### src/design/rx_irq_defs.svh
`ifndef RX_IRQ_DEFS_SVH
`define RX_IRQ_DEFS_SVH

// ============================================================
// register offsets
`define RXI_ADDR_PORT_SEL 8'h4c
`define RXI_ADDR_CAM_STS 8'h7a
`define RXI_ADDR_STS_FIRST 8'h60
`define RXI_ADDR_STS_SECOND 8'h61
`define RXI_ADDR_IE_HIGH 8'hd8
`define RXI_ADDR_IE_LOW 8'hd9
`define RXI_ADDR_IRQ_HIGH 8'hda
`define RXI_ADDR_IRQ_LOW 8'hdb
`define RXI_ADDR_GPIO_STS 8'hdc
`define RXI_ADDR_GPIO_IE 8'hdd
`define RXI_ADDR_SEN_RISE 8'hde
`define RXI_ADDR_SEN_FALL 8'hdf

// ============================================================
// high status field positions
`define RXI_HI_GPIO 4
`define RXI_HI_SENSOR 3
`define RXI_HI_ENC 2
`define RXI_HI_SEQ 1
`define RXI_HI_CRC 0

// ============================================================
// low status field positions
`define RXI_LO_LEN 6
`define RXI_LO_CNT 5
`define RXI_LO_BUF 4
`define RXI_LO_CAM 3
`define RXI_LO_PAR 2
`define RXI_LO_VALID 1
`define RXI_LO_LOCK 0

// ============================================================
// gpio status layout, writable masks and reset values
`define RXI_GPIO_LATCH_LSB 4
`define RXI_IE_HIGH_MASK 8'h07
`define RXI_RESET_BYTE 8'h00

`endif

### src/design/rx_irq_pkg.sv
`default_nettype none

package rx_irq_pkg;

    // one-cycle event pulses of one receive port
    typedef struct packed {
        logic linkEncErr;
        logic ctrlSeqErr;
        logic ctrlCrcErr;
        logic lineLenChg;
        logic lineCntChg;
        logic bufOverflow;
        logic cameraRxErr;
        logic linkParErr;
        logic portValidChg;
        logic lockChg;
        logic sensorChg;
    } port_evt_t;

    typedef logic [7:0] reg_byte_t;
    typedef logic [3:0] gpio_t;

endpackage

`default_nettype wire

### src/design/rx_irq_bank_if.sv
`default_nettype none

interface rx_irq_bank_if;
    import rx_irq_pkg::*;

    port_evt_t evt;
    gpio_t gpioLive;
    reg_byte_t ieHigh;
    reg_byte_t ieLow;
    reg_byte_t ieGpio;
    logic rdStsFirst;
    logic rdStsSecond;
    logic rdCamSts;
    logic rdSenRise;
    logic rdSenFall;
    logic rdGpioSts;
    reg_byte_t statusHigh;
    reg_byte_t statusLow;
    reg_byte_t gpioStatus;

    modport ctrl (
        output evt, gpioLive, ieHigh, ieLow, ieGpio,
        output rdStsFirst, rdStsSecond, rdCamSts,
        output rdSenRise, rdSenFall, rdGpioSts,
        input statusHigh, statusLow, gpioStatus
    );

    modport bank (
        input evt, gpioLive, ieHigh, ieLow, ieGpio,
        input rdStsFirst, rdStsSecond, rdCamSts,
        input rdSenRise, rdSenFall, rdGpioSts,
        output statusHigh, statusLow, gpioStatus
    );

endinterface

`default_nettype wire

### src/design/rx_port_irq_bank.sv
`include "rx_irq_defs.svh"
`default_nettype none

module rx_port_irq_bank (
    // clock and reset
    input wire logic core_clk,
    input wire logic rst_b,
    // control side
    rx_irq_bank_if.bank bus
);
    import rx_irq_pkg::*;

    typedef struct packed {
        reg_byte_t high;
        reg_byte_t low;
        gpio_t gpioLatch;
        gpio_t gpioPrev;
        logic riseSeen;
        logic fallSeen;
    } bank_state_t;

    bank_state_t s_r;
    bank_state_t s_nxt;
    gpio_t gpioMet;
    reg_byte_t setHigh;
    reg_byte_t clrHigh;
    reg_byte_t setLow;
    reg_byte_t clrLow;
    logic riseRead;
    logic fallRead;
    logic bothRead;

    // a set in the clearing cycle wins over the clear
    function automatic reg_byte_t sticky(reg_byte_t cur, reg_byte_t set,
                                         reg_byte_t clr);
        return (cur & ~clr) | set;
    endfunction

    // ============================================================
    // flag update
    always_comb begin
        s_nxt = s_r;
        for (int i = 0; i < 4; i++) begin
            gpioMet[i] = (bus.gpioLive[i] & ~s_r.gpioPrev[i]
                          & bus.ieGpio[2 * i])
                       | (~bus.gpioLive[i] & s_r.gpioPrev[i]
                          & bus.ieGpio[2 * i + 1]);
        end
        s_nxt.gpioPrev = bus.gpioLive;
        s_nxt.gpioLatch = (s_r.gpioLatch & ~{4{bus.rdGpioSts}}) | gpioMet;

        riseRead = s_r.riseSeen | bus.rdSenRise;
        fallRead = s_r.fallSeen | bus.rdSenFall;
        bothRead = riseRead & fallRead;
        s_nxt.riseSeen = s_r.high[`RXI_HI_SENSOR] & riseRead & ~bothRead;
        s_nxt.fallSeen = s_r.high[`RXI_HI_SENSOR] & fallRead & ~bothRead;

        setHigh = `RXI_RESET_BYTE;
        clrHigh = `RXI_RESET_BYTE;
        setHigh[`RXI_HI_GPIO] = |gpioMet;
        clrHigh[`RXI_HI_GPIO] = bus.rdGpioSts;
        setHigh[`RXI_HI_SENSOR] = bus.evt.sensorChg;
        clrHigh[`RXI_HI_SENSOR] = bothRead;
        setHigh[`RXI_HI_ENC] = bus.evt.linkEncErr & bus.ieHigh[`RXI_HI_ENC];
        setHigh[`RXI_HI_SEQ] = bus.evt.ctrlSeqErr & bus.ieHigh[`RXI_HI_SEQ];
        setHigh[`RXI_HI_CRC] = bus.evt.ctrlCrcErr & bus.ieHigh[`RXI_HI_CRC];
        clrHigh[`RXI_HI_ENC] = bus.rdStsSecond;
        clrHigh[`RXI_HI_SEQ] = bus.rdStsFirst;
        clrHigh[`RXI_HI_CRC] = bus.rdStsFirst;

        setLow = `RXI_RESET_BYTE;
        setLow[`RXI_LO_LEN] = bus.evt.lineLenChg;
        setLow[`RXI_LO_CNT] = bus.evt.lineCntChg;
        setLow[`RXI_LO_BUF] = bus.evt.bufOverflow;
        setLow[`RXI_LO_CAM] = bus.evt.cameraRxErr;
        setLow[`RXI_LO_PAR] = bus.evt.linkParErr;
        setLow[`RXI_LO_VALID] = bus.evt.portValidChg;
        setLow[`RXI_LO_LOCK] = bus.evt.lockChg;
        setLow = setLow & bus.ieLow & 8'h7f;
        clrLow = `RXI_RESET_BYTE;
        clrLow[`RXI_LO_LEN] = bus.rdStsSecond;
        clrLow[`RXI_LO_CNT] = bus.rdStsSecond;
        clrLow[`RXI_LO_BUF] = bus.rdStsSecond;
        clrLow[`RXI_LO_CAM] = bus.rdCamSts;
        clrLow[`RXI_LO_PAR] = bus.rdStsFirst;
        clrLow[`RXI_LO_VALID] = bus.rdStsFirst;
        clrLow[`RXI_LO_LOCK] = bus.rdStsFirst;

        s_nxt.high = sticky(s_r.high, setHigh, clrHigh);
        s_nxt.low = sticky(s_r.low, setLow, clrLow);
    end

    always_ff @(posedge core_clk or negedge rst_b) begin
        if (!rst_b) begin
            s_r <= '0;
        end else begin
            s_r <= s_nxt;
        end
    end

    assign bus.gpioStatus = {s_r.gpioLatch, bus.gpioLive};
    assign bus.statusHigh = s_r.high;
    assign bus.statusLow = s_r.low;

    // ============================================================
    // checks
    crc_flag_set_a: assert property (
        @(posedge core_clk) disable iff (!rst_b)
        bus.evt.ctrlCrcErr && bus.ieHigh[0] |=> bus.statusHigh[0])
        else $error("crc flag not set");
    enc_flag_clear_a: assert property (
        @(posedge core_clk) disable iff (!rst_b)
        bus.rdStsSecond && !bus.evt.linkEncErr |=> !bus.statusHigh[2])
        else $error("encoding flag not cleared");
    sensor_half_read_a: assert property (
        @(posedge core_clk) disable iff (!rst_b)
        bus.statusHigh[3] && !s_r.fallSeen && bus.rdSenRise
        && !bus.rdSenFall ##1 !bus.rdSenFall [*2] |-> bus.statusHigh[3])
        else $error("sensor flag cleared by one read");
    sensor_both_read_a: assert property (
        @(posedge core_clk) disable iff (!rst_b)
        s_r.riseSeen && bus.rdSenFall && !bus.evt.sensorChg
        |=> !bus.statusHigh[3])
        else $error("sensor flag kept after both reads");
    gpio_rise_latch_a: assert property (
        @(posedge core_clk) disable iff (!rst_b)
        $rose(bus.gpioLive[1]) && bus.ieGpio[2]
        |=> bus.gpioStatus[5] && bus.statusHigh[4])
        else $error("gpio rise not latched");
    gpio_read_clear_a: assert property (
        @(posedge core_clk) disable iff (!rst_b)
        bus.rdGpioSts && bus.ieGpio == 8'h00
        |=> bus.gpioStatus[7:4] == 4'h0 && !bus.statusHigh[4])
        else $error("gpio latches not cleared");
    lock_event_kept_a: assert property (
        @(posedge core_clk) disable iff (!rst_b)
        bus.rdStsFirst && bus.evt.lockChg && bus.ieLow[0]
        |=> bus.statusLow[0])
        else $error("lock event lost on clear");
    buffer_disabled_a: assert property (
        @(posedge core_clk) disable iff (!rst_b)
        !bus.statusLow[4] && !bus.ieLow[4] |=> !bus.statusLow[4])
        else $error("disabled overflow flag set");
    camera_clear_a: assert property (
        @(posedge core_clk) disable iff (!rst_b)
        bus.rdCamSts && !bus.evt.cameraRxErr |=> !bus.statusLow[3])
        else $error("camera flag not cleared");

endmodule

`default_nettype wire

### src/design/rx_port_interrupt_status.sv
// Summary of operation
// - high bit 4 sets on any gpio condition, clears on gpio status read
// - high bit 3 flags sensor change, clears after both sensor reads
// - high bit 2 flags link encoding error, clears on second status read
// - high bit 1 flags control sequence error, clears on first status read
// - high bit 0 flags control crc error, clears on first status read
// - low bit 6 flags line length change, clears on second status read
// - low bit 5 flags line count change, clears on second status read
// - low bit 4 flags buffer overflow, clears on second status read
// - low bit 3 flags camera receiver error, cleared by reading 0x7a
// - low bit 2 flags link parity error, clears on first status read
// - low bit 1 flags port valid change, clears on first status read
// - low bit 0 flags lock change, clears on first status read
// - gpio status bits 7:4 latch gpio conditions, clear on read
// - gpio status bits 3:0 show live gpio values
// - port select at 0x4c routes accesses to one port's copy
// - events flag only when their enable bit is set, except sensor change, which always sets high bit 3
// - gpio condition met on enabled rising or falling edge
`include "rx_irq_defs.svh"
`default_nettype none

module rx_port_interrupt_status #(
    parameter int NUM_PORTS = 2
) (
    // clock and reset
    input wire logic core_clk,
    input wire logic rst_b,
    // register access
    input wire logic [7:0] regAddr,
    input wire logic regWrEn,
    input wire logic regRdEn,
    input wire rx_irq_pkg::reg_byte_t regWrData,
    output rx_irq_pkg::reg_byte_t regRdData,
    output logic regRdValid,
    // per-port events and gpio
    input wire rx_irq_pkg::port_evt_t [NUM_PORTS-1:0] portEvt,
    input wire rx_irq_pkg::gpio_t [NUM_PORTS-1:0] fwdGpio,
    // per-port pending flag
    output logic [NUM_PORTS-1:0] irqPending
);
    import rx_irq_pkg::*;

    localparam int SEL_W = (NUM_PORTS > 1) ? $clog2(NUM_PORTS) : 1;

    typedef struct packed {
        logic [SEL_W-1:0] portSel;
        reg_byte_t [NUM_PORTS-1:0] ieHigh;
        reg_byte_t [NUM_PORTS-1:0] ieLow;
        reg_byte_t [NUM_PORTS-1:0] ieGpio;
        reg_byte_t rdData;
        logic rdValid;
        logic [NUM_PORTS-1:0] pending;
    } top_state_t;

    top_state_t s_r;
    top_state_t s_nxt;
    reg_byte_t [NUM_PORTS-1:0] highAll;
    reg_byte_t [NUM_PORTS-1:0] lowAll;
    reg_byte_t [NUM_PORTS-1:0] gpioAll;

    function automatic logic hit(logic [7:0] addr, logic [7:0] target);
        return addr == target;
    endfunction

    // ============================================================
    // per-port banks
    rx_irq_bank_if bankIf[NUM_PORTS] ();

    for (genvar g = 0; g < NUM_PORTS; g++) begin : gBank
        logic mine;
        logic rdMine;
        assign mine = s_r.portSel == SEL_W'(g);
        assign rdMine = regRdEn & mine;
        assign bankIf[g].evt = portEvt[g];
        assign bankIf[g].gpioLive = fwdGpio[g];
        assign bankIf[g].ieHigh = s_r.ieHigh[g];
        assign bankIf[g].ieLow = s_r.ieLow[g];
        assign bankIf[g].ieGpio = s_r.ieGpio[g];
        assign bankIf[g].rdStsFirst = rdMine
            & hit(regAddr, `RXI_ADDR_STS_FIRST);
        assign bankIf[g].rdStsSecond = rdMine
            & hit(regAddr, `RXI_ADDR_STS_SECOND);
        assign bankIf[g].rdCamSts = rdMine
            & hit(regAddr, `RXI_ADDR_CAM_STS);
        assign bankIf[g].rdSenRise = rdMine
            & hit(regAddr, `RXI_ADDR_SEN_RISE);
        assign bankIf[g].rdSenFall = rdMine
            & hit(regAddr, `RXI_ADDR_SEN_FALL);
        assign bankIf[g].rdGpioSts = rdMine
            & hit(regAddr, `RXI_ADDR_GPIO_STS);
        assign highAll[g] = bankIf[g].statusHigh;
        assign lowAll[g] = bankIf[g].statusLow;
        assign gpioAll[g] = bankIf[g].gpioStatus;

        rx_port_irq_bank uBank (
            .core_clk(core_clk),
            .rst_b(rst_b),
            .bus(bankIf[g])
        );
    end

    // ============================================================
    // register file and read mux
    always_comb begin
        s_nxt = s_r;
        s_nxt.rdValid = regRdEn;
        // pending trails the flags by one cycle to keep the output a flop
        for (int p = 0; p < NUM_PORTS; p++) begin
            s_nxt.pending[p] = (|highAll[p]) | (|lowAll[p]);
        end
        if (regWrEn) begin
            unique case (regAddr)
                `RXI_ADDR_PORT_SEL: begin
                    s_nxt.portSel = regWrData[SEL_W-1:0];
                end
                `RXI_ADDR_IE_HIGH: begin
                    s_nxt.ieHigh[s_r.portSel] = regWrData
                        & `RXI_IE_HIGH_MASK;
                end
                `RXI_ADDR_IE_LOW: begin
                    s_nxt.ieLow[s_r.portSel] = regWrData;
                end
                `RXI_ADDR_GPIO_IE: begin
                    s_nxt.ieGpio[s_r.portSel] = regWrData;
                end
                default: begin
                    s_nxt.portSel = s_r.portSel;
                end
            endcase
        end
        if (regRdEn) begin
            unique case (regAddr)
                `RXI_ADDR_PORT_SEL: begin
                    s_nxt.rdData = reg_byte_t'(s_r.portSel);
                end
                `RXI_ADDR_IE_HIGH: begin
                    s_nxt.rdData = s_r.ieHigh[s_r.portSel];
                end
                `RXI_ADDR_IE_LOW: begin
                    s_nxt.rdData = s_r.ieLow[s_r.portSel];
                end
                `RXI_ADDR_GPIO_IE: begin
                    s_nxt.rdData = s_r.ieGpio[s_r.portSel];
                end
                `RXI_ADDR_IRQ_HIGH: begin
                    s_nxt.rdData = highAll[s_r.portSel];
                end
                `RXI_ADDR_IRQ_LOW: begin
                    s_nxt.rdData = lowAll[s_r.portSel];
                end
                `RXI_ADDR_GPIO_STS: begin
                    s_nxt.rdData = gpioAll[s_r.portSel];
                end
                // source registers live elsewhere; they read as zero here
                default: begin
                    s_nxt.rdData = `RXI_RESET_BYTE;
                end
            endcase
        end
    end

    always_ff @(posedge core_clk or negedge rst_b) begin
        if (!rst_b) begin
            s_r <= '0;
        end else begin
            s_r <= s_nxt;
        end
    end

    assign regRdData = s_r.rdData;
    assign regRdValid = s_r.rdValid;
    assign irqPending = s_r.pending;

    // ============================================================
    // checks
    read_answer_a: assert property (
        @(posedge core_clk) disable iff (!rst_b)
        regRdEn |=> regRdValid ##1 !regRdValid || $past(regRdEn))
        else $error("read answer not one cycle");
    port_select_a: assert property (
        @(posedge core_clk) disable iff (!rst_b)
        regWrEn && hit(regAddr, `RXI_ADDR_PORT_SEL)
        |=> s_r.portSel == $past(regWrData[SEL_W-1:0]))
        else $error("port select not stored");
    live_gpio_a: assert property (
        @(posedge core_clk) disable iff (!rst_b)
        regRdEn && hit(regAddr, `RXI_ADDR_GPIO_STS) && !regWrEn
        |=> regRdData[3:0] == $past(fwdGpio[s_r.portSel]))
        else $error("gpio live value wrong");
    // reserved status bits never read back as set
    high_reserved_a: assert property (
        @(posedge core_clk) disable iff (!rst_b)
        regRdEn && hit(regAddr, `RXI_ADDR_IRQ_HIGH)
        |=> regRdData[7:5] == 3'h0)
        else $error("reserved high status bit set");
    low_reserved_a: assert property (
        @(posedge core_clk) disable iff (!rst_b)
        regRdEn && hit(regAddr, `RXI_ADDR_IRQ_LOW) |=> !regRdData[7])
        else $error("reserved low status bit set");
    high_enable_mask_a: assert property (
        @(posedge core_clk) disable iff (!rst_b)
        regRdEn && hit(regAddr, `RXI_ADDR_IE_HIGH)
        |=> regRdData[7:3] == 5'h00)
        else $error("unused high enable bits stored");

endmodule

`default_nettype wire

### config.mk
export PLATFORM = sky130hd
export DESIGN_NAME = rx_port_interrupt_status
export DESIGN_NICKNAME = d
export VERILOG_FILES = /design/src/design/rx_irq_pkg.sv /design/src/design/rx_irq_bank_if.sv /design/src/design/rx_port_irq_bank.sv /design/src/design/rx_port_interrupt_status.sv
export VERILOG_INCLUDE_DIRS = /design/src /design/src/design
export SDC_FILE = /design/constraint.sdc
export NUM_CORES = 1
export LEC_CHECK = 0
export BUFFER_PORTS_ARGS = -buffer_cell sky130_fd_sc_hd__buf_4
export CORE_UTILIZATION = 30
export DETAILED_ROUTE_END_ITERATION = 12
export PLACE_DENSITY_LB_ADDON = 0.2
export RECOVER_POWER = 25
export SLEW_MARGIN = 25
export SYNTH_ARGS = -nofsm -noshare
export SYNTH_HDL_FRONTEND = slang
export SYNTH_SLANG_ARGS = --single-unit
### constraint.sdc
create_clock -name core_clk -period 2.5 [get_ports core_clk]
set_input_delay 0.25 -clock core_clk [delete_from_list [all_inputs] [get_ports core_clk]]
set_output_delay 0.25 -clock core_clk [all_outputs]
set_load 0.05 [all_outputs]
==> results of run 1 <==
power groups by stage:
stage	clock (uW)	sequential, uW	combinational, uW
floorplan	0	1770	268
global placement	0	1790	493
detailed placement	0	1790	494
CTS	1390	1760	497
global route	1440	1780	526
finish	1350	1760	485
layout by cell type, fill, tap and decap left out, drive strengths merged, types with 3 or more instances in the layout:
master | netlist | routed
inv | 3 | 4
buf | 6 | 60
nor2 | 12 | 12
a22o | 20 | 20
a21o | 9 | 9
dfrtp | 94 | 94
mux2 | 46 | 46
nor2b | 3 | 3
mux2i | 6 | 6
nand4 | 5 | 5
nand2b | 3 | 3
nor4 | 13 | 13
nor3b | 3 | 3
nand3 | 7 | 7
nand2 | 30 | 30
a21oi | 10 | 10
a32oi | 3 | 3
nand3b | 9 | 9
a22oi | 3 | 3
o21ai | 14 | 14
nor3 | 5 | 5
mux4 | 14 | 14
clkbuf | 7 | 23
sequential cells by signal (all words and copies together) (netlist names):
name                        count
bankIf.ieGpio                  16
bankIf.ieHigh                   6
bankIf.ieLow                   16
gBank.mine                      1
gBank.uBank.bus.gpioStatus      8
gBank.uBank.bus.statusHigh     10
gBank.uBank.bus.statusLow      14
gBank.uBank.s_r                12
irqPending                      2
regRdData                       8
regRdValid                      1
final cells by class:
type                            count  area share
Inverter                            3     0.00208
Timing Repair Buffer               71      0.0945
Tap cell                          184      0.0425
Sequential cell                    94       0.435
Multi-Input combinational cell    239       0.371
Clock inverter                      3     0.00485
Clock buffer                       13      0.0499
cell families (layout without fill, tap and decap cells):
group,count (synthesis),in the layout
buffers and inverters,16,90
AOI/OAI and AO/OA,75,75
and+or+nand+nor,98,98
muxes,66,66
DFF,94,94
worst max-delay path, delay by kind of cell, from the launching register on:
kind	cells	cell delay, ns
AO/OA/AOI/OAI	2	0.36
buffers and inverters	1	0.28
flip-flops	1	0.68
multiplexers	1	0.55
metrics by stage:
| step | cells | utilization | setup WS [ns] | total power (uW) |
|---|---|---|---|---|
| after floorplan | 349 | - | 0.755 | 2040 |
| after global placement | 590 | 0.355 | 0.361 | 2280 |
| after detailed placement | 590 | 0.355 | 0.358 | 2280 |
| after CTS | 607 | 0.376 | 0.468 | 3640 |
| after global routing | 607 | 0.374 | 0.282 | 3740 |
| final | 607 | 0.374 | 0.449 | 3600 |
cell usage after synthesis, types with 2 or more instances:
library cell   n
nor2_1        11
clkbuf_1       6
a21boi_0       2
nor4_4         2
o22ai_1        2
nor2b_1        3
a21oi_1       10
mux4_2        14
nand3b_1       9
nand4_1        4
dfrtp_1       94
buf_2          4
a21o_1         9
o21bai_1       2
a32oi_1        3
inv_1          3
nor3b_1        2
nor4_1        10
a211oi_1       2
mux2_2        46
nand3_1        7
a22oi_1        3
o211ai_1       2
mux2i_1        6
nand2_1       29
a311oi_1       2
a22o_1        20
nand2b_1       3
o21ai_0       14
and3_1         2
nor3_1         5
final timing paths:
path | startpoint | endpoint | cells past startpoint
hold / removal | fwdGpio[2] | gBank[0].uBank.s_r[4] | 1
setup / recovery | gBank[1].mine | regRdData[5] | 4
min in group asynchronous | rst_b | gBank[0].uBank.bus.statusHigh[0] | 2
hold reg to reg | gBank[1].uBank.bus.gpioStatus[7] | gBank[1].uBank.bus.gpioStatus[7] | 1
setup reg to reg | gBank[1].mine | regRdData[5] | 4
max in group asynchronous | rst_b | gBank[1].uBank.s_r[2] | 3
routing by layer:
metal / global-route usage / wire length, um / vias to the layer above
met4: 0.0520 / 204 / 0
li1: - / - / 1478
met5: 0 / 0 / -
met2: 0.263 / 5830 / 87
met1: 0.261 / 6110 / 1703
met3: 0.0412 / 613 / 15
==> metrics.txt, run 1 <==
Post-Syn Nets 399; Gate Count Post-Synth approximately 350; main flop type after synthesis dfrtp_1; hold_buf cts 1; post-CTS sizing 0; grt total ovfl 0; WHS approximately 0.063 ns; first-pass GRT wire length just under 20000 um; switching power total between 900 and 1000 uW; setup bufs post-CTS 0; ANT cells 0; area taken by multi-input logic gates approximately 2000 um^2; DR vias about 3300; top cell type's share of synthesized area 0.530; Post-Synth Simple-Gate Area 0.131; number of CTS-inserted buffers 9; YS warnings 0; Required @ worst endpoint 2.68 ns; Power Dens Cells 665 nW/um^2; share of cells above drive strength 1 0.345; largest area contributor in the netlist dfrtp_1; drt wl/cell 21.0 um; flip-flop and latch area roughly 2400 um^2; Initial Util 0.306; ANT nets after route 0; Port Buffer Count 60; Hold/Removal Path Class input pin to register; largest family of logic cells by synthesized area multiplexers; Finished Cell Area 5410 um^2; Gate power share 0.135; fmax roughly 0.49 GHz; root buffer cell clkbuf_16; Post-synth EDFFs 0; initial antenna violation count 0; RSZ-0062 raised after global routing false; Initial DRC Count about 230; CP max stage cell dfrtp_2; Final Skew just over 0.008 ns; post-DP HPWL 9390 um; flop2flop setup slack ~0.45 ns; startpoint type of the worst setup path register; CP max stage delay roughly 0.68 ns; mean post-synth cell area around 13 um^2; post-route minimum period 2.05 ns; clock network fraction of design power 0.376; CP endpoint kind register; cells taking the most area after synthesis dfrtp_1 53%, mux2_2 12%, mux4_2 7.1%; Slew headroom 0.220; Nets roughly 470; vias in the first global route about 3200; Max Buffers Root-to-Sink 2; CTS tree built; Clock transition at path regs around 0.060 ns; sequential power share 0.490; crit path cell chain buf_4, mux4_2, a32oi_1, a21oi_1; die outline area roughly 15000 um^2; post-synthesis sequential area ratio 0.530; CP arrival 2.23 ns; DP Area roughly 5000 um^2; fin. max-slew vios 0; #FFs+latches synth 94; GRT Util Overall 0.179; chip width 124 um; post-synthesis adder-cell area fraction 0; Worst Max-Slew Pin Slew 1.17 ns; Final Cycle Share 0.821; Max rail drop VDD about 0.00033 V; Post-route DRC 0; CP Class register to register; Pint 2660 uW; routability congestion estimate just over 0.8; Core Area between 10000 and 15000 um^2; CTS sink count 94; Sum Neg Setup Slack 0 ns; Leak Pwr approximately 0.0024 uW; Site Rows between 40 and 50; status completed; final hold vios 0; IO Pins between 60 and 70; die span in y 124 um; final setup violation count 0; Synth Area in XOR/XNOR 0; post-DR vias/cell ~5.4; Layout area overhead 22.0%; multiplexer share of the synthesized area 0.201; Cell Area, Synth ~4400 um^2; CP max FO 22; largest net degree at the start of global routing 45; drt total wl 12800 um; Sw Ratio 0.261; DRT Pass-1 Iters 5; H-tree depth 3; Synth cell types between 40 and 50; FFs w/ async S/R, synth 1.00; max-cap viol count 0; fillers 1451; worst skew pair latency ~0.35 ns; complex-gate fraction of the synthesized area 0.120
Power figures use the tool's default switching activity.
==> inputs of run 2 (changes only) <==
clock period = 1.9 ns   (was 2.5 ns; I/O delays follow)
==> run 2 against run 1 <==
Net effect:
- count of clock-buffer cells in the layout shrank 4
- highest routed layer unchanged
- clock power grew 56%
- setup slack lost 0.35 ns
- wire length grew 4.2%
- final cell count grew 4.8%
- largest power group unchanged
- sequential power grew 32%
- clock skew shrank 0.0014 ns
- flip-flop and latch count is the same
==> metrics.txt, run 2 (same netlist as run 1, synthesis figures left out) <==
die outline area 15300 um^2 (unchanged); clock network fraction of design power 0.413 (+0.037); H-tree depth 3 (unchanged); Leak Pwr 0.00258 uW (+6.9%); status completed; min-delay src portEvt[11]; post-route minimum period 1.80 ns (-0.251 ns); fillers 1419 (-2.2%); Sum Neg Setup Slack 0 ns (unchanged); Design Power 5110 uW (+42%); CTS tree built; number of CTS-inserted buffers 9 (unchanged); Power Dens Cells 892 nW/um^2 (+34%); DR vias 3375 (+2.8%); Required @ worst endpoint 2.13 ns (-0.55 ns); DP Cell Count 611 (+3.6%); first-pass GRT wire length 20800 um (+7.7%); routability congestion estimate 0.828 (+2.2%); GRT Util Overall 0.190 (+0.0113); CP max stage cell dfrtp_4; ANT cells 0 (unchanged); Sw Ratio 0.253 (-0.00792); Nets 497 (+6.2%); Post-route DRC 0 (unchanged); initial antenna violation count 0 (unchanged); area taken by multi-input logic gates 2010 um^2 (unchanged); drt wl/cell 20.9 um (-0.53%); worst skew pair latency 0.35 ns (about the same); grt total ovfl 0 (unchanged); vias in the first global route 3451 (+6.4%); CP Class register to register; fin. max-slew vios 0 (unchanged); die span in y 124 um (unchanged); IO Pins 61 (unchanged); Finished Layout Cells 636 (+4.8%); DRT Pass-1 Iters 5 (unchanged); Port Buffer Count 60 (unchanged); flip-flop and latch area 2360 um^2 (+0.11%); setup ws final 0.0996 ns (-0.349 ns); Clock transition at path regs 0.07 ns (about the same); Layout area overhead 29.2%; commonest cells after routing, fill and taps aside 93 x dfrtp_1, 79 x buf_4, 46 x mux2_2, 29 x nand2_1, 20 x a22o_1; CP arrival 2.03 ns (-0.20 ns); max-cap viol count 0 (unchanged); root buffer cell clkbuf_16; switching power total 1300 uW (+38%); chip width 124 um (unchanged); post-DR vias/cell 5.31 (-1.9%); kind of cell adding the most delay to the critical path flip-flops; final setup violation count 0 (unchanged); Initial DRC Count 219 (-4.4%); Core Area 14500 um^2 (unchanged); CP endpoint kind register; startpoint type of the worst setup path register; final hold vios 0 (unchanged); setup bufs post-CTS 0 (unchanged); Worst Max-Slew Pin Slew 1.18 ns (+0.00487 ns); crit path cell chain buf_4, mux4_2, a32oi_1, a21oi_1; sequential power share 0.454 (-0.036); CP max stage delay 0.56 ns (-0.12 ns); Initial Util 0.306 (unchanged); Max rail drop VDD 0.000482 V (+48%); ANT nets after route 0 (unchanged); CTS sink count 94 (unchanged); post-DP HPWL 9960 um (+6.1%); Final Skew 0.00673 ns (-0.00139 ns); Site Rows 44 (unchanged); worst setup path startpoint gBank[1].mine; Pint 3810 uW (+44%); RSZ-0062 raised after global routing false; drt total wl 13300 um (+4.2%); reg2reg start gBank[1].mine; share of cells above drive strength 1 0.374 (+0.0287); Gate power share 0.134 (about the same); DP Worst Slack 0.0461 ns (-0.312 ns); Slew headroom 0.216 (-0.00324); fmax 0.555 GHz (+14%); worst path buffer plus inverter count 1 (unchanged); WHS 0.0305 ns (-0.0325 ns); Final Cycle Share 0.948 (+0.127); commonest non-fill, non-tap cell in the layout dfrtp_1; Hold/Removal Path Class input pin to register; CP max FO 15 (-32%); Max Buffers Root-to-Sink 2 (unchanged); largest net degree at the start of global routing 41 (-8.9%)
## run 2: cell count changes in the layout (fill, tap and decap cells not counted), sizes merged
cell | previous run | this run
buf | 60 | 82
dlygate4sd3 | 1 | 9
clkbuf | 23 | 18
bufinv | 0 | 3
clkinv | 2 | 1
clkinvlp | 0 | 1
inv | 4 | 5
## run 2: worst paths after layout
check | endpoint | slack, ns | depth (start not counted)
max in group asynchronous | gBank[1].mine | 0.53 | 3
setup / recovery | regRdData[5] | 0.1 | 4
min in group asynchronous | regRdData[1] | 0.60 | 2
hold / removal | gBank[1].uBank.bus.statusHigh[3] | 0.03 | 2
hold reg to reg | gBank[1].uBank.bus.gpioStatus[4] | 0.48 | 1
setup reg to reg | regRdData[5] | 0.1 | 4
## run 2: final cells by class
cell class / instances / area share
Sequential cell: 94 / 0.411
Multi-Input combinational cell: 239 / 0.351
Timing Repair Buffer: 100 / 0.136
Tap cell: 184 / 0.0402
Clock buffer: 9 / 0.0393
Clock inverter: 7 / 0.0210
Inverter: 3 / 0.00197
## run 2: per-stage QoR
step,instance area [um^2],util
final,5730,0.396
after global routing,5730,0.396
after CTS,5760,0.398
after detailed placement,5330,0.368
after global placement,5330,0.368
after floorplan,4440,-
## run 2: power groups by stage
stage	registers (uW)	logic [uW]	clock network, uW
floorplan	2330	352	0
global placement	2350	676	0
detailed placement	2350	682	0
CTS	2320	698	2150
global route	2340	743	2220
finish	2320	682	2110
## run 2: what timing repair did
item / 4_1_cts / 5_1_grt
setup endpoints to repair: 0 / 2
hold buffers: 9 / 0
hold endpoints to repair: 46 / 0
gates resized for setup: 0 / 1
## run 2: layer usage
metal / routed length [um] / vias to the layer above / track usage / share of wire
li1: - / 1538 / - / -
met1: 6470 / 1721 / 0.278 / 0.49
met2: 5940 / 94 / 0.280 / 0.45
met3: 568 / 22 / 0.0325 / 0.043
met4: 318 / 0 / 0.0723 / 0.024
met5: 0 / - / 0 / 0
==> inputs of run 3 (changes only) <==
CORE_UTILIZATION = 50   (was 30)
RECOVER_POWER = 100   (was 25)
clock period = 1.6 ns   (was 1.9 ns; I/O delays follow)
==> run 3 against run 2 <==
Net effect:
- the run now ends with negative setup slack left
- total power rose by 6.2%
- clock power decreased by 18%
- core utilization is 31 points higher
- sequential share of layout area decreased by 1.5 points
- largest cell class unchanged
==> metrics.txt, run 3 (same netlist as run 1, synthesis figures left out) <==
Sw Ratio 0.271 (+0.0171); ANT nets after route 0 (unchanged); fmax 0.587 GHz (+5.6%); Hold/Removal Path Class input pin to register; final setup violation count 11 (+11); post-DP HPWL 9440 um (-5.2%); Site Rows 33 (-25%); Worst Max-Slew Pin Slew 0.588 ns (-0.587 ns); CP Class register to register; DP Area 5450 um^2 (+2.3%); DP Worst Slack -0.240 ns (-0.286 ns); initial antenna violation count 0 (unchanged); r2r endpoint regRdData[1]; Finished Cell Area 5940 um^2 (+3.6%); Port Buffer Count 60 (unchanged); CP endpoint kind register; Final Cycle Share 1.07 (+0.118); grt total ovfl 0 (unchanged); post-DR vias/cell 6.23 (+17%); Leak Pwr 0.00275 uW (+6.6%); drt total wl 12800 um (-4.0%); die outline area 9250 um^2 (-39%); post-route minimum period 1.70 ns (-0.0962 ns); GRT Util Overall 0.296 (+0.106); Initial DRC Count 292 (+33%); DR vias 3687 (+9.2%); number of CTS-inserted buffers 9 (unchanged); CP max stage cell mux4_2; switching power total 1470 uW (+13%); CP max FO 6 (-9); routability congestion estimate 0.900 (+8.7%); Core Area 8380 um^2 (-42%); critical path endpoint regRdData[1]; startpoint type of the worst setup path register; CTS tree built; reg2reg start gBank[1].mine; R2R depth 5 (+1); IO Pins 61 (unchanged); largest net degree at the start of global routing 40 (-2.4%); Hold Path Depth 2 (unchanged); setup ws final -0.104 ns (-0.204 ns); failing checks negative setup slack; commonest non-fill, non-tap cell in the layout buf_4; Power Dens Cells 914 nW/um^2 (+2.5%); min-delay src portEvt[19]; chip width 96.2 um (-22%); fin. max-slew vios 0 (unchanged); most frequent CP cell buf_12; Post-route DRC 0 (unchanged); clock network fraction of design power 0.320 (-0.093); first-pass GRT wire length 19400 um (-7.0%); Required @ worst endpoint 1.84 ns (-0.29 ns); final hold vios 0 (unchanged); share of cells above drive strength 1 0.454 (+0.0799); crit path cell chain buf_12, buf_12, mux4_2, a32oi_2, a311oi_2; CTS sink count 94 (unchanged); Pint 3960 uW (+3.8%); CP max stage delay 0.57 ns (about the same); Final Skew 0.00940 ns (+0.00268 ns); status finished, violations left; ANT cells 0 (unchanged); worst skew pair latency 0.37 ns (+0.02 ns); drt wl/cell 21.6 um (+3.2%); max-cap viol count 0 (unchanged); root buffer cell clkbuf_8; worst setup path startpoint gBank[1].mine; Clock transition at path regs 0.10 ns (+0.03 ns); vias in the first global route 3577 (+3.7%); CP arrival 1.94 ns (-0.09 ns); WHS 0.0201 ns (-0.0104 ns); H-tree depth 3 (unchanged); Initial Util 0.529 (+0.223); commonest cells after routing, fill and taps aside 119 x buf_4, 93 x dfrtp_1, 42 x mux2_2, 29 x nand2_1, 20 x a22o_1; flop2flop setup slack -0.10 ns (-0.20 ns); die span in y 96.2 um (-22%); Max Buffers Root-to-Sink 2 (unchanged); Gate power share 0.175 (+0.041); Slew headroom 0.604 (+0.387); Layout area overhead 33.8%; Nets 533 (+7.2%); sequential power share 0.506 (+0.052); DRT Pass-1 Iters 5 (unchanged); RSZ-0062 raised after global routing true; Max rail drop VDD 0.000566 V (+17%)
-- run 3: worst max-delay path, delay by kind of cell (launching register included) --
family	cells	cell delay, ns
mux	1	0.57
flops	1	0.43
buf+inv	2	0.27
compound gates	2	0.31
-- run 3: power groups by stage --
stage | sequential, uW | clock [uW] | combinational (uW)
floorplan | 2760 | 0 | 420
global placement | 2780 | 0 | 842
detailed placement | 2780 | 0 | 865
CTS | 2740 | 1760 | 915
global route | 2760 | 1850 | 1010
finish | 2740 | 1740 | 947
-- run 3: metal layers --
metal | GRT usage | wire (um) | share of wire | vias up
met1 | 0.423 | 5440 | 0.43 | 1857
met2 | 0.463 | 6050 | 0.47 | 196
met5 | 0 | 0 | 0 | -
li1 | - | - | - | 1602
met4 | 0.109 | 366 | 0.029 | 0
met3 | 0.0387 | 922 | 0.072 | 32
-- run 3: how the worst min path moves through the flow --
stage	slack, ns	endpoint
after floorplan	-0.14	bankIf[0].ieGpio[0]
after global placement	0.15	gBank[0].uBank.s_r[4]
after detailed placement	0.16	regRdData[6]
after CTS	0.02	gBank[1].uBank.bus.statusHigh[0]
after global routing	0.01	gBank[1].uBank.bus.statusLow[1]
final	0.02	gBank[1].uBank.bus.statusHigh[0]
-- run 3: layout make-up --
type,instances,area (um^2)
clock buffers,10,128
clock inverters,5,83.8
fillers,623,2450
inverters,3,11.3
multi-input cells,239,2100
flip-flops and latches,94,2350
well taps,105,131
repair buffers,136,1120
-- run 3: stage by stage --
stage,util,instances,power [uW],setup TNS (ns)
final,0.708,592,5430,-0.726
after global routing,0.708,592,5620,-1.29
after CTS,0.697,590,5410,-0.723
after detailed placement,0.650,561,3640,-4.73
after global placement,0.650,561,3620,-3.98
after floorplan,-,349,3180,-1.03
-- run 3: timing repair --
item,CTS,global route
hold buffers,11,0
buffers inserted,3,1
endpoints found under the setup margin,19,27
gates cloned,0,1
hold endpoints to repair,45,0
pin swaps,2,6
resized for setup,8,15
